[src/trs_pkg.sv]
// Purpose: Constants shared by the timing reference selector
// Assumes: 50 MHz local oscillator clock
// Notes: Long times are kept in their own units, cycle counts derived
package trs_pkg;
    localparam int TRS_NREF = 4;
    localparam int TRS_CLK_HZ = 50000000;
    // Hold-off between switches, seconds
    localparam int TRS_HOLD_S = 10;
    localparam int TRS_HOLD_CYC = TRS_HOLD_S * TRS_CLK_HZ;
    // Loss of signal persistence, milliseconds
    localparam int TRS_LOS_MS = 100;
    localparam int TRS_LOS_CYC = TRS_LOS_MS * (TRS_CLK_HZ / 1000);
    // Error ratio persistence, milliseconds
    localparam int TRS_BER_MS = 2500;
    localparam int TRS_BER_CYC = TRS_BER_MS * (TRS_CLK_HZ / 1000);
    // Phase hit size, ns; count of 20 ns ticks
    localparam int TRS_HIT_NS = 1000;
    localparam int TRS_HIT_CYC = TRS_HIT_NS / 20;
    // Nominal line rate, hertz; pull-in tolerances, millihertz
    localparam int TRS_NOM_HZ = 1544000;
    localparam logic [2:0] TRS_GR_S2 = 3'h0;
    localparam logic [2:0] TRS_GR_S3 = 3'h1;
    localparam logic [2:0] TRS_GR_S4A = 3'h2;
    localparam logic [2:0] TRS_GR_S4B = 3'h3;
    localparam logic [31:0] TRS_PULL_S2_MHZ = 32'h32;     // 0.05 Hz
    localparam logic [31:0] TRS_PULL_S3_MHZ = 32'h3a98;   // 15 Hz
    localparam logic [31:0] TRS_PULL_S4_MHZ = 32'h186a0;  // 100 Hz
    localparam logic [31:0] TRS_PULL_WIDE_MHZ = 32'h30d40; // 200 Hz
    localparam int TRS_CW = 30;
    // Register byte offsets
    localparam logic [3:0] TRS_A_CTRL = 4'h0;
    localparam logic [3:0] TRS_A_PRIO = 4'h1;
    localparam logic [3:0] TRS_A_STAT = 4'h2;
    localparam logic [3:0] TRS_A_IRQ = 4'h3;
    localparam logic [3:0] TRS_A_MASK = 4'h4;
    localparam logic [3:0] TRS_A_FREQ = 4'h5;
    localparam logic [3:0] TRS_A_SLEW = 4'h6;
    // Interrupt bit positions
    localparam int TRS_IB_SW = 0;
    localparam int TRS_IB_FREE = 1;
    localparam int TRS_IB_FAIL = 2;
    typedef enum logic [2:0] {
        TRS_ST_FREE = 3'h1,
        TRS_ST_LOCK = 3'h2,
        TRS_ST_HOLD = 3'h4
    } trs_state_e;
endpackage : trs_pkg

[src/trs_selector.sv]
// Purpose: Timing reference selector with hold-off and an output control word slew-limited in every grade but Type II
// Assumes: Reference clocks and alarm pins are asynchronous to clk
// Notes: Frequency steering is a control word for an external NCO
`timescale 1ns/1ps
`default_nettype none
module trs_selector
    import trs_pkg::*;
#(
    parameter int HOLD_CYC = trs_pkg::TRS_HOLD_CYC,
    parameter int LOS_CYC = trs_pkg::TRS_LOS_CYC,
    parameter int BER_CYC = trs_pkg::TRS_BER_CYC
)
(
    input wire logic clk,
    input wire logic nrst,
    input wire logic ce,
    input wire logic [trs_pkg::TRS_NREF-1:0] ref_clk,
    input wire logic [trs_pkg::TRS_NREF-1:0] ref_data,
    input wire logic [trs_pkg::TRS_NREF-1:0] ref_ber_alm,
    input wire logic [trs_pkg::TRS_NREF-1:0] ref_jit_alm,
    input wire logic [3:0] avs_address,
    input wire logic avs_read,
    input wire logic avs_write,
    input wire logic [31:0] avs_writedata,
    output logic [31:0] avs_readdata,
    output logic avs_waitrequest,
    output logic [31:0] freq_word,
    output logic out_en,
    output logic irq
);
    import trs_pkg::*;

    localparam int N = TRS_NREF;
    localparam int PW = $clog2(N);

    // Two-flop synchronisers on every reference and alarm pin from outside
    logic [N-1:0] clk_s1_r, clk_s2_r, clk_s3_r;
    logic [N-1:0] dat_s1_r, dat_s2_r, ber_s1_r, ber_s2_r, jit_s1_r, jit_s2_r;
    always_ff @(posedge clk or negedge nrst)
    begin
        if (!nrst)
        begin
            {clk_s1_r, clk_s2_r, clk_s3_r} <= '0;
            {dat_s1_r, dat_s2_r, ber_s1_r, ber_s2_r, jit_s1_r, jit_s2_r} <= '0;
        end
        else if (ce)
        begin
            clk_s1_r <= ref_clk;
            clk_s2_r <= clk_s1_r;
            clk_s3_r <= clk_s2_r;
            dat_s1_r <= ref_data;
            dat_s2_r <= dat_s1_r;
            ber_s1_r <= ref_ber_alm;
            ber_s2_r <= ber_s1_r;
            jit_s1_r <= ref_jit_alm;
            jit_s2_r <= jit_s1_r;
        end
    end

    // Edge of each reference, read only from the second flop onward
    wire [N-1:0] ref_edge = clk_s2_r & ~clk_s3_r;

    // Software registers
    logic [2:0] grade_r;
    logic wide_r, force_free_r;
    logic [N*PW-1:0] prio_r;
    logic [2:0] irq_r, mask_r;
    logic [31:0] slew_r;
    logic [N-1:0] fail;
    logic [PW-1:0] act_r;
    trs_state_e st_r;

    // Per reference failure detectors
    genvar g;
    generate
        for (g = 0; g < N; g++)
        begin : g_det
            logic [31:0] los_cnt_r, ber_cnt_r, per_cnt_r, per_ref_r;
            logic los_r, ber_r, hit_r;
            wire [31:0] per_diff = (per_cnt_r > per_ref_r) ? per_cnt_r - per_ref_r : per_ref_r - per_cnt_r;
            always_ff @(posedge clk or negedge nrst)
            begin
                if (!nrst)
                begin
                    {los_cnt_r, ber_cnt_r, per_cnt_r, per_ref_r} <= '0;
                    {los_r, ber_r, hit_r} <= '0;
                end
                else if (ce)
                begin
                    // All zeros: no mark seen on data
                    los_cnt_r <= dat_s2_r[g] ? 32'h0 : los_cnt_r + 32'h1;
                    los_r <= (los_cnt_r >= 32'(LOS_CYC));
                    ber_cnt_r <= ber_s2_r[g] ? ber_cnt_r + 32'h1 : 32'h0;
                    ber_r <= (ber_cnt_r >= 32'(BER_CYC));
                    // Period step against last period flags a phase hit
                    per_cnt_r <= ref_edge[g] ? 32'h0 : per_cnt_r + 32'h1;
                    if (ref_edge[g])
                    begin
                        per_ref_r <= per_cnt_r;
                        hit_r <= (per_ref_r != 32'h0) && (per_diff >= 32'(TRS_HIT_CYC));
                    end
                end
            end
            assign fail[g] = los_r | ber_r | hit_r | jit_s2_r[g];
        end
    endgenerate

    // Best healthy reference in priority order
    logic [PW-1:0] best;
    logic best_ok;
    always_comb
    begin
        best = '0;
        best_ok = 1'b0;
        for (int i = N - 1; i >= 0; i--)
        begin
            if (!fail[prio_r[i*PW +: PW]])
            begin
                best = prio_r[i*PW +: PW];
                best_ok = 1'b1;
            end
        end
    end

    // Hold-off timer between switches
    logic [31:0] hold_cnt_r;
    wire hold_done = (hold_cnt_r == 32'h0);
    wire act_fail = fail[act_r];
    wire is_type2 = (grade_r == TRS_GR_S4B);
    wire want_sw = (st_r == TRS_ST_LOCK) && act_fail && best_ok && hold_done;
    wire want_free = (force_free_r || !best_ok) && (st_r == TRS_ST_LOCK);
    wire want_lock = (st_r != TRS_ST_LOCK) && !force_free_r && best_ok && hold_done;

    // Measured period of active reference, in clk cycles, used directly as the target word
    logic [31:0] mper_r, per_run_r;
    wire [31:0] tgt_word = mper_r;

    // Pull-in window by grade, in millihertz of offset
    wire [31:0] pull_lim = (grade_r == TRS_GR_S2) ? TRS_PULL_S2_MHZ :
                           (grade_r == TRS_GR_S3) ? TRS_PULL_S3_MHZ :
                           wide_r ? TRS_PULL_WIDE_MHZ : TRS_PULL_S4_MHZ;
    logic [31:0] off_r;
    wire in_pull = (off_r <= pull_lim);

    always_ff @(posedge clk or negedge nrst)
    begin
        if (!nrst)
        begin
            st_r <= TRS_ST_FREE;
            act_r <= '0;
            hold_cnt_r <= '0;
        end
        else if (ce)
        begin
            if (!hold_done)
                hold_cnt_r <= hold_cnt_r - 32'h1;
            case (st_r)
                TRS_ST_LOCK:
                begin
                    if (want_free)
                        st_r <= (grade_r == TRS_GR_S2 || grade_r == TRS_GR_S3) ? TRS_ST_HOLD : TRS_ST_FREE;
                    else if (want_sw && best != act_r)
                    begin
                        act_r <= best;
                        hold_cnt_r <= 32'(HOLD_CYC);
                    end
                end
                TRS_ST_FREE, TRS_ST_HOLD:
                begin
                    if (want_lock)
                    begin
                        st_r <= TRS_ST_LOCK;
                        act_r <= best;
                        hold_cnt_r <= 32'(HOLD_CYC);
                    end
                end
                default: st_r <= TRS_ST_FREE;
            endcase
        end
    end

    // Period of active reference and offset estimate, used as steering
    always_ff @(posedge clk or negedge nrst)
    begin
        if (!nrst)
        begin
            mper_r <= '0;
            per_run_r <= '0;
            off_r <= '0;
        end
        else if (ce)
        begin
            per_run_r <= ref_edge[act_r] ? 32'h0 : per_run_r + 32'h1;
            if (ref_edge[act_r])
                mper_r <= per_run_r;
            off_r <= (freq_word > tgt_word) ? freq_word - tgt_word : tgt_word - freq_word;
        end
    end

    // Output word moves by at most the slew step per cycle, except in Type II where it jumps straight to the goal; no overshoot
    wire [31:0] goal = (st_r == TRS_ST_LOCK && in_pull) ? tgt_word :
                       (st_r == TRS_ST_HOLD) ? freq_word : 32'(TRS_NOM_HZ);
    wire [31:0] gap = (goal > freq_word) ? goal - freq_word : freq_word - goal;
    wire [31:0] step = (is_type2 || gap < slew_r) ? gap : slew_r;
    always_ff @(posedge clk or negedge nrst)
    begin
        if (!nrst)
            freq_word <= 32'(TRS_NOM_HZ);
        else if (ce)
            freq_word <= (goal > freq_word) ? freq_word + step : freq_word - step;
    end

    // Type II stops transmitting when loop timing is lost
    always_ff @(posedge clk or negedge nrst)
    begin
        if (!nrst)
            out_en <= 1'b0;
        else if (ce)
            out_en <= !is_type2 || (st_r == TRS_ST_LOCK);
    end

    // Bus decode; a read waits one cycle so registered data stands at the accepting edge
    logic rd_pend_r;
    wire wr = avs_write && ce;
    wire rd_load = avs_read && ce && !rd_pend_r;
    wire [2:0] ev = {act_fail && st_r == TRS_ST_LOCK, want_free, want_sw && best != act_r};
    // Writes land at once; a frozen block stalls every request
    assign avs_waitrequest = !ce || (avs_read && !rd_pend_r);
    always_ff @(posedge clk or negedge nrst)
    begin
        if (!nrst)
        begin
            grade_r <= TRS_GR_S4A;
            {wide_r, force_free_r} <= '0;
            prio_r <= '0;
            mask_r <= '0;
            irq_r <= '0;
            slew_r <= 32'h1;
            avs_readdata <= '0;
            rd_pend_r <= 1'b0;
        end
        else if (ce)
        begin
            if (wr && avs_address == TRS_A_CTRL)
                {force_free_r, wide_r, grade_r} <= avs_writedata[4:0];
            if (wr && avs_address == TRS_A_PRIO)
                prio_r <= avs_writedata[N*PW-1:0];
            if (wr && avs_address == TRS_A_MASK)
                mask_r <= avs_writedata[2:0];
            if (wr && avs_address == TRS_A_SLEW)
                slew_r <= avs_writedata;
            // Set wins over a same-cycle clear
            irq_r <= (irq_r & ~((wr && avs_address == TRS_A_IRQ) ? avs_writedata[2:0] : 3'h0)) | ev;
            // Pending flag drops on the accepting edge, so a held read starts anew
            rd_pend_r <= rd_load;
            // Read data is captured once and then stands until the next read
            if (rd_load)
            begin
                case (avs_address)
                    TRS_A_CTRL: avs_readdata <= {27'h0, force_free_r, wide_r, grade_r};
                    TRS_A_PRIO: avs_readdata <= 32'(prio_r);
                    TRS_A_STAT: avs_readdata <= {16'h0, 4'(fail), 5'h0, st_r, 2'(act_r), 2'h0};
                    TRS_A_IRQ: avs_readdata <= {29'h0, irq_r};
                    TRS_A_MASK: avs_readdata <= {29'h0, mask_r};
                    TRS_A_FREQ: avs_readdata <= freq_word;
                    TRS_A_SLEW: avs_readdata <= slew_r;
                    default: avs_readdata <= 32'h0;
                endcase
            end
        end
    end
    assign irq = |(irq_r & mask_r);
endmodule : trs_selector
`default_nettype wire

[config.mk]
export PLATFORM = sky130hd
export DESIGN_NAME = trs_selector
export DESIGN_NICKNAME = d
export VERILOG_FILES = /design/src/trs_pkg.sv /design/src/trs_selector.sv
export SDC_FILE = /design/constraint.sdc
export NUM_CORES = 2
export LEC_CHECK = 0
export BUFFER_PORTS_ARGS = -buffer_cell sky130_fd_sc_hd__buf_2
export CORE_ASPECT_RATIO = 1.75
export CORE_UTILIZATION = 58
export DETAILED_ROUTE_END_ITERATION = 8
export PLACE_DENSITY = 0.84
export SYNTH_ARGS = -nofsm -noshare
export SYNTH_HDL_FRONTEND = slang
export SYNTH_SLANG_ARGS = --single-unit
[constraint.sdc]
create_clock -name clk -period 17.31 [get_ports clk]
set_input_delay 2.5965 -clock clk [delete_from_list [all_inputs] [get_ports clk]]
set_output_delay 2.5965 -clock clk [all_outputs]
set_load 0.02 [all_outputs]
# Word-level counts from Yosys, hierarchy flattened
# Cells that the tools add are included.
[op_classes] n_addsub=28 n_eq_ne=17 n_mux=61 order_cmp=25 bitwise_logic=18 reduce_logical=54
[op_table] operator="32-bit 2-to-1 mux" count=27
[op_table] operator="32-bit by 1-bit adder with 32-bit output, second input constant" count=13
[op_table] operator="32-bit subtractor" count=13
[op_table] operator="32-bit case mux with 7 select lines" count=1
[op_table] operator="32-bit > comparator" count=6
[op_table] operator="32-bit by 23-bit >= comparator with 1-bit output, second input constant" count=4
[op_table] operator="32-bit by 27-bit >= comparator with 1-bit output, second input constant" count=4
[op_table] operator="32-bit by 6-bit >= comparator with 1-bit output, second input constant" count=4
[op_table] operator="32-bit nonzero test" count=4
[op_table] operator="32-bit case mux with 2 select lines" count=1
[op_table] operator="18-bit 2-to-1 mux" count=3
[op_table] operator="32-bit adder" count=1
[op_table] operator="32-bit by 18-bit less-or-equal comparator with 1-bit output" count=1
[op_table] operator="32-bit logical NOT" count=1
[op_table] operator="32-bit < comparator" count=1
[op_table] operator="32-bit by 1-bit subtractor with 32-bit output, second input constant" count=1
[op_table] operator="1-bit logical AND" count=22
[op_table] operator="2-bit AND reduction" count=10
[op_table] operator="2-bit by 3-bit < comparator with 1-bit output, second input constant" count=5
[op_table] operator="2-bit 2-to-1 mux" count=7
[op_table] operator="1-bit binary-select mux with 2-bit select" count=6
[op_table] operator="4-bit by 3-bit == test with 1-bit output, second input constant" count=3
[op_table] operator="3-bit 2-to-1 mux" count=4
[op_table] operator="1-bit bitwise OR" count=12
[op_table] operator="other kinds (25)" count=49
[word_totals] reg_bits=810 output_inout_bits=67 input_bits=57 elab_cells=257

# Logic depth before layout (Yosys ltp)
[logic_depth] depth_word=15 depth_mapped=64 depth_no_buf=57

# Worst setup path after synthesis
# No wires, ideal clock.
[synth_timing] kind="register to register" start="reg grade_r[1]" end="reg freq_word[30]" period_less_slack_ps=11588 setup_time_ps=137 path_stages_with_launch=57 setup_slack_ps=5722 path_buffers=6 arrival_ps=11451 required_time_ps=17173 path_cell_list="dfstp_2 or2_2 clkbuf_1 inv_1 nand2_1 and2_1 inv_1 ha_1 a21oi_1 nor2b_1 o21ai_0 a21oi_1 a211oi_1 o21ai_0 a21oi_1 o21ai_0 a21oi_1 a22oi_1 [... 21 more ...] inv_1 ha_1 o21ai_0 fa_1 a21o_1 a21o_1 a2111oi_0 o21bai_1 a221o_1 a21oi_1 o21ai_0 a211oi_1 o21ai_0 nand3_1 nand3_1 a31oi_1 xor2_1 mux2i_1"
[synth_between] elab_chain_len=13 word_cells_on_any_way=18 classes_between="add/sub (4); order compare (3); eq/ne (2); mux (6); reduce/logical (3)"
[synth_lines] element="start: declaration" line="trs_selector.sv:64" text="logic [2:0] grade_r;"
[synth_lines] element="start signal: assignment" line="trs_selector.sv:245" text="{force_free_r, wide_r, grade_r} <= avs_writedata[4:0];"
[synth_lines] element="3-bit by 1-bit == test with 1-bit output" line="trs_selector.sv:140" text="(grade_r == TRS_GR_S3) ? TRS_PULL_S3_MHZ :"
[synth_lines] element="18-bit 2-to-1 mux" line="trs_selector.sv:140"
[synth_lines] element="18-bit 2-to-1 mux" line="trs_selector.sv:139" text="wire [31:0] pull_lim = (grade_r == TRS_GR_S2) ? TRS_PULL_S2_MHZ :"
[synth_lines] element="32-bit by 18-bit less-or-equal comparator with 1-bit output" line="trs_selector.sv:143" text="wire in_pull = (off_r <= pull_lim);"
[synth_lines] element="1-bit logical AND" line="trs_selector.sv:201" text="wire [31:0] goal = (st_r == TRS_ST_LOCK && in_pull) ? tgt_word :"
[synth_lines] element="32-bit 2-to-1 mux" line="trs_selector.sv:201"
[synth_lines] element="32-bit subtractor / 32-bit > comparator (equally long branches)" line="trs_selector.sv:203, trs_selector.sv:210"
[synth_lines] element="32-bit 2-to-1 mux" line="trs_selector.sv:203" text="wire [31:0] gap = (goal > freq_word) ? goal - freq_word : freq_word - goal;"
[synth_lines] element="32-bit < comparator" line="trs_selector.sv:204" text="wire [31:0] step = (is_type2 || gap < slew_r) ? gap : slew_r;"
[synth_lines] element="1-bit logical OR" line="trs_selector.sv:204"
[synth_lines] element="32-bit 2-to-1 mux" line="trs_selector.sv:204"
[synth_lines] element="32-bit subtractor / 32-bit adder (equally long branches)" line="trs_selector.sv:210" text="freq_word <= (goal > freq_word) ? freq_word + step : freq_word - step;"
[synth_lines] element="32-bit 2-to-1 mux *" line="trs_selector.sv:210"
[synth_lines] element="end signal: assignment" line="trs_selector.sv:208" text="freq_word <= 32'(TRS_NOM_HZ);"
[synth_lines] element="end signal: assignment" line="trs_selector.sv:210"
[synth_lines] element="end: declaration" line="trs_selector.sv:27" text="output logic [31:0] freq_word,"
# Mark *: on every way between the ends. The rest lies on a longest branch, timed or not.
# A chain may end at the register's enable or synchronous reset.

# Worst setup path after layout
[layout_timing] start="reg grade_r[2]" end="reg freq_word[31]"
# The elaborated chain is that of the path after synthesis.

==> impl_metrics.env <==
export IMPL_grt_max_degree=188
export IMPL_synthArstFlopShare=1.00
export IMPL_yosysWarnings=0
export IMPL_totalWireLength_um=186000
export IMPL_finalCritPeriodShare=0.831
export IMPL_hold_path_class="flip-flop to flip-flop"
export IMPL_cp_endpoint="freq_word[31]$_DFFE_PN0P_"
export IMPL_h_tree_depth=3
export IMPL_grt_usage=0.347
export IMPL_timing_final_ws_setup_ns=2.93
export IMPL_drt_antenna_violating_nets=0
export IMPL_port_buffers=123
export IMPL_wl_per_cell_um=21.0
export IMPL_rsz0062_at_grt="no"
export IMPL_layout_drive_gt1_share=0.0663
export IMPL_worstSetupStartpoint="grade_r[2]$_DFFE_PN0P_"
export IMPL_end_kind="flip-flop"
export IMPL_fin_nets=7972
export IMPL_place_hpwl_um=140000
export IMPL_cpPeakStageDelay_ns=1.01
export IMPL_rrSetupSlack_ns=2.93
export IMPL_seq_area_frac_synth=0.331
export IMPL_crit_top_cell="a21oi_1"
export IMPL_final_area_um2=65400
export IMPL_crit_family="compound AO/OA/AOI/OAI gates"
export IMPL_cts_tree="yes"
export IMPL_worstMarginPinSlew_ns=1.45
export IMPL_cp_data_arrival_time_ns=14.91
export IMPL_use_met1=0.358
export IMPL_ir_drop_mv=0.218
export IMPL_postPlaceCellArea_um2=62700
export IMPL_start_kind="flip-flop"
export IMPL_io_pins=124
export IMPL_root_buffer="clkbuf_16"
export IMPL_p_leak_nw=30.3
export IMPL_ys_ff_latch=810
export IMPL_rows=157
export IMPL_grt_pass1_wl_um=293000
export IMPL_viasPerCell=6.26
export IMPL_use_met2=0.610
export IMPL_post_cts_resized=0
export IMPL_place_congestion=1.04
export IMPL_p_per_area_nw_per_um2=197
export IMPL_relSlewSlack=0.0230
export IMPL_drtIter0Drc=3662
export IMPL_final_max_slew_violation_count=0
export IMPL_synth_edf_count=0
export IMPL_r2r_start="grade_r[2]$_DFFE_PN0P_"
export IMPL_setup_tns_final_ns=0
export IMPL_cts_setup_buffers=0
export IMPL_cts_path_max_buffers=3
export IMPL_post_route_drc_count=0
export IMPL_required_ns=17.84
export IMPL_antenna_found_initial=11
export IMPL_globalRouteMet3Util=0.0539
export IMPL_synth_area_um2=61300
export IMPL_clk_latency_ns=0.70
export IMPL_status="finished clean"
export IMPL_syn_nets=8073
export IMPL_pre_cts_ws_ns=3.53
export IMPL_grt_pass1_vias=55119
export IMPL_first_pass_iters=8
export IMPL_setup_viol=0
export IMPL_clock_sinks=810
export IMPL_skew_ns=0.0276
export IMPL_dieArea_um2=107000
export IMPL_cp_slowest_cell="o311ai_0"
export IMPL_synth_ff_type="dfrtp_1"
export IMPL_core_area_um2=105000
export IMPL_reg2reg_depth=50
export IMPL_area_growth_pct=6.70
export IMPL_top_usage_layer="met2"
export IMPL_numCtsBuffers=80
export IMPL_crit_fanout=42
export IMPL_die_h_um=432
export IMPL_cap_violations=0
export IMPL_period_needed_ns=14.38
export IMPL_synth_cells=7525
export IMPL_yosysUniqueCellTypes=102
export IMPL_nFillCells=9128
export IMPL_start_util=0.586
export IMPL_r2r_end="freq_word[31]$_DFFE_PN0P_"
export IMPL_fp_dieW_um=248
export IMPL_grt_overflow_total=0
export IMPL_clkTransAtPathRegs_ns=0.06
export IMPL_postSynthAreaPerCell_um2=8.15
export IMPL_crit_buf_inv=3
export IMPL_worst_path_stages=50
export IMPL_vias=55357
export IMPL_cts_hold_fix_buffers=0
export IMPL_path_class="flip-flop to flip-flop"
export IMPL_final_hold_viol_count=0
export IMPL_fmaxAchievable_mhz=69.5
cells in the final DEF, fill, tap and decap left out, drive strengths merged, types with 34 or more instances in the layout:
cell type	synthesis	routed
ha	478	478
o21ai	658	658
xor2	240	240
nor2	715	715
nand3	246	246
a21oi	575	575
nor4	95	95
o21bai	68	68
o21a	52	52
mux2i	85	85
nand2	752	752
a21o	208	208
a31oi	52	52
mux2	96	96
xnor2	277	277
clkbuf	270	103
buf	74	161
or3	86	86
nand2b	48	48
o22ai	39	39
a211oi	48	48
o211ai	46	46
inv	562	570
dfrtp	797	797
and2	34	34
o31ai	42	42
nand4	161	161
nor2b	86	86
and3	91	91
a22oi	41	41
nor3	141	141
synth_stat cells, types with 44 or more instances:
cell type | n | share of area
ha_1 | 478 | 0.098
a211oi_1 | 47 | 0.0058
o21ai_0 | 646 | 0.053
nand2b_1 | 48 | 0.0049
clkbuf_1 | 267 | 0.016
mux2_2 | 95 | 0.017
and3_1 | 91 | 0.0093
nor2_1 | 714 | 0.044
nor4_1 | 92 | 0.0094
o21a_1 | 52 | 0.0064
o21bai_1 | 68 | 0.0083
nand3_1 | 244 | 0.020
inv_1 | 562 | 0.034
nor2b_1 | 86 | 0.0088
or3_1 | 85 | 0.0087
buf_2 | 44 | 0.0036
a31oi_1 | 52 | 0.0053
nor3_1 | 141 | 0.012
dfrtp_1 | 797 | 0.33
mux2i_1 | 85 | 0.014
nand4_1 | 161 | 0.016
nand2_1 | 751 | 0.046
xor2_1 | 240 | 0.034
a21oi_1 | 573 | 0.047
xnor2_1 | 277 | 0.040
a21o_1 | 208 | 0.025
o211ai_1 | 45 | 0.0055
where the power goes:
part | internal [mW] | leakage [nW] | switching [mW] | total [mW]
clock | 1.05 | 1.34 | 0.830 | 1.88
sequential | 2.15 | 10.8 | 0.399 | 2.54
combinational | 3.25 | 18.1 | 5.23 | 8.48
state kept, by name, summed over array words and instances (netlist names), 8 cells and up:
| name | count |
|---|---|
| per_run_r | 32 |
| g_det.ber_cnt_r | 128 |
| prio_r | 8 |
| slew_r | 32 |
| g_det.los_cnt_r | 128 |
| avs_readdata | 32 |
| off_r | 32 |
| g_det.per_ref_r | 128 |
| freq_word | 32 |
| g_det.per_cnt_r | 128 |
| mper_r | 32 |
| hold_cnt_r | 32 |
cell type report:
type	instances	area, um^2	area share
Tap cell	1351	1690	0.0258
Sequential cell	810	20300	0.310
Clock inverter	41	571	0.00872
Clock buffer	103	2200	0.0336
Inverter	562	2110	0.0322
Antenna cell	6	15.0	0.000229
Multi-Input combinational cell	5809	37600	0.575
Timing Repair Buffer	161	958	0.0146
routing by layer:
layer / share of wire / up-vias / wire length (um)
li1: - / 26197 / -
met1: 0.35 / 26577 / 65700
met2: 0.50 / 1786 / 93400
met3: 0.049 / 785 / 9160
met4: 0.094 / 12 / 17500
met5: 0.00041 / - / 76
cell families after synthesis:
family | synth area share
buffers and inverters | 0.0575
flip-flops | 0.331
adder cells (fa/ha/maj) | 0.102
AND/OR/NAND/NOR | 0.197
AO/OA/AOI/OAI | 0.207
multiplexers | 0.0319
XOR/XNOR | 0.0738
worst min-delay path by stage:
stage,start,to,slack (ns),cells past startpoint
2_1_floorplan,hold_cnt_r[11]$_DFFE_PN0P_,hold_cnt_r[11]$_DFFE_PN0P_,0.43,1
3_3_place_gp,hold_cnt_r[29]$_DFFE_PN0P_,hold_cnt_r[29]$_DFFE_PN0P_,0.45,1
3_5_place_dp,hold_cnt_r[11]$_DFFE_PN0P_,hold_cnt_r[11]$_DFFE_PN0P_,0.45,1
4_1_cts,hold_cnt_r[11]$_DFFE_PN0P_,hold_cnt_r[11]$_DFFE_PN0P_,0.46,1
5_1_grt,hold_cnt_r[11]$_DFFE_PN0P_,hold_cnt_r[11]$_DFFE_PN0P_,0.47,1
6_report,hold_cnt_r[11]$_DFFE_PN0P_,hold_cnt_r[11]$_DFFE_PN0P_,0.46,1
per-stage QoR:
step | instances | hold WS (ns) | util | power [mW]
after global placement | 8693 | 0.449 | 0.598 | 10.6
after floorplan | 7525 | 0.433 | - | 8.50
after global routing | 8840 | 0.474 | 0.625 | 13.7
after CTS | 8837 | 0.464 | 0.625 | 12.6
final | 8843 | 0.465 | 0.625 | 12.9
after detailed placement | 8693 | 0.452 | 0.598 | 10.7
Power figures use the tool's default switching activity.
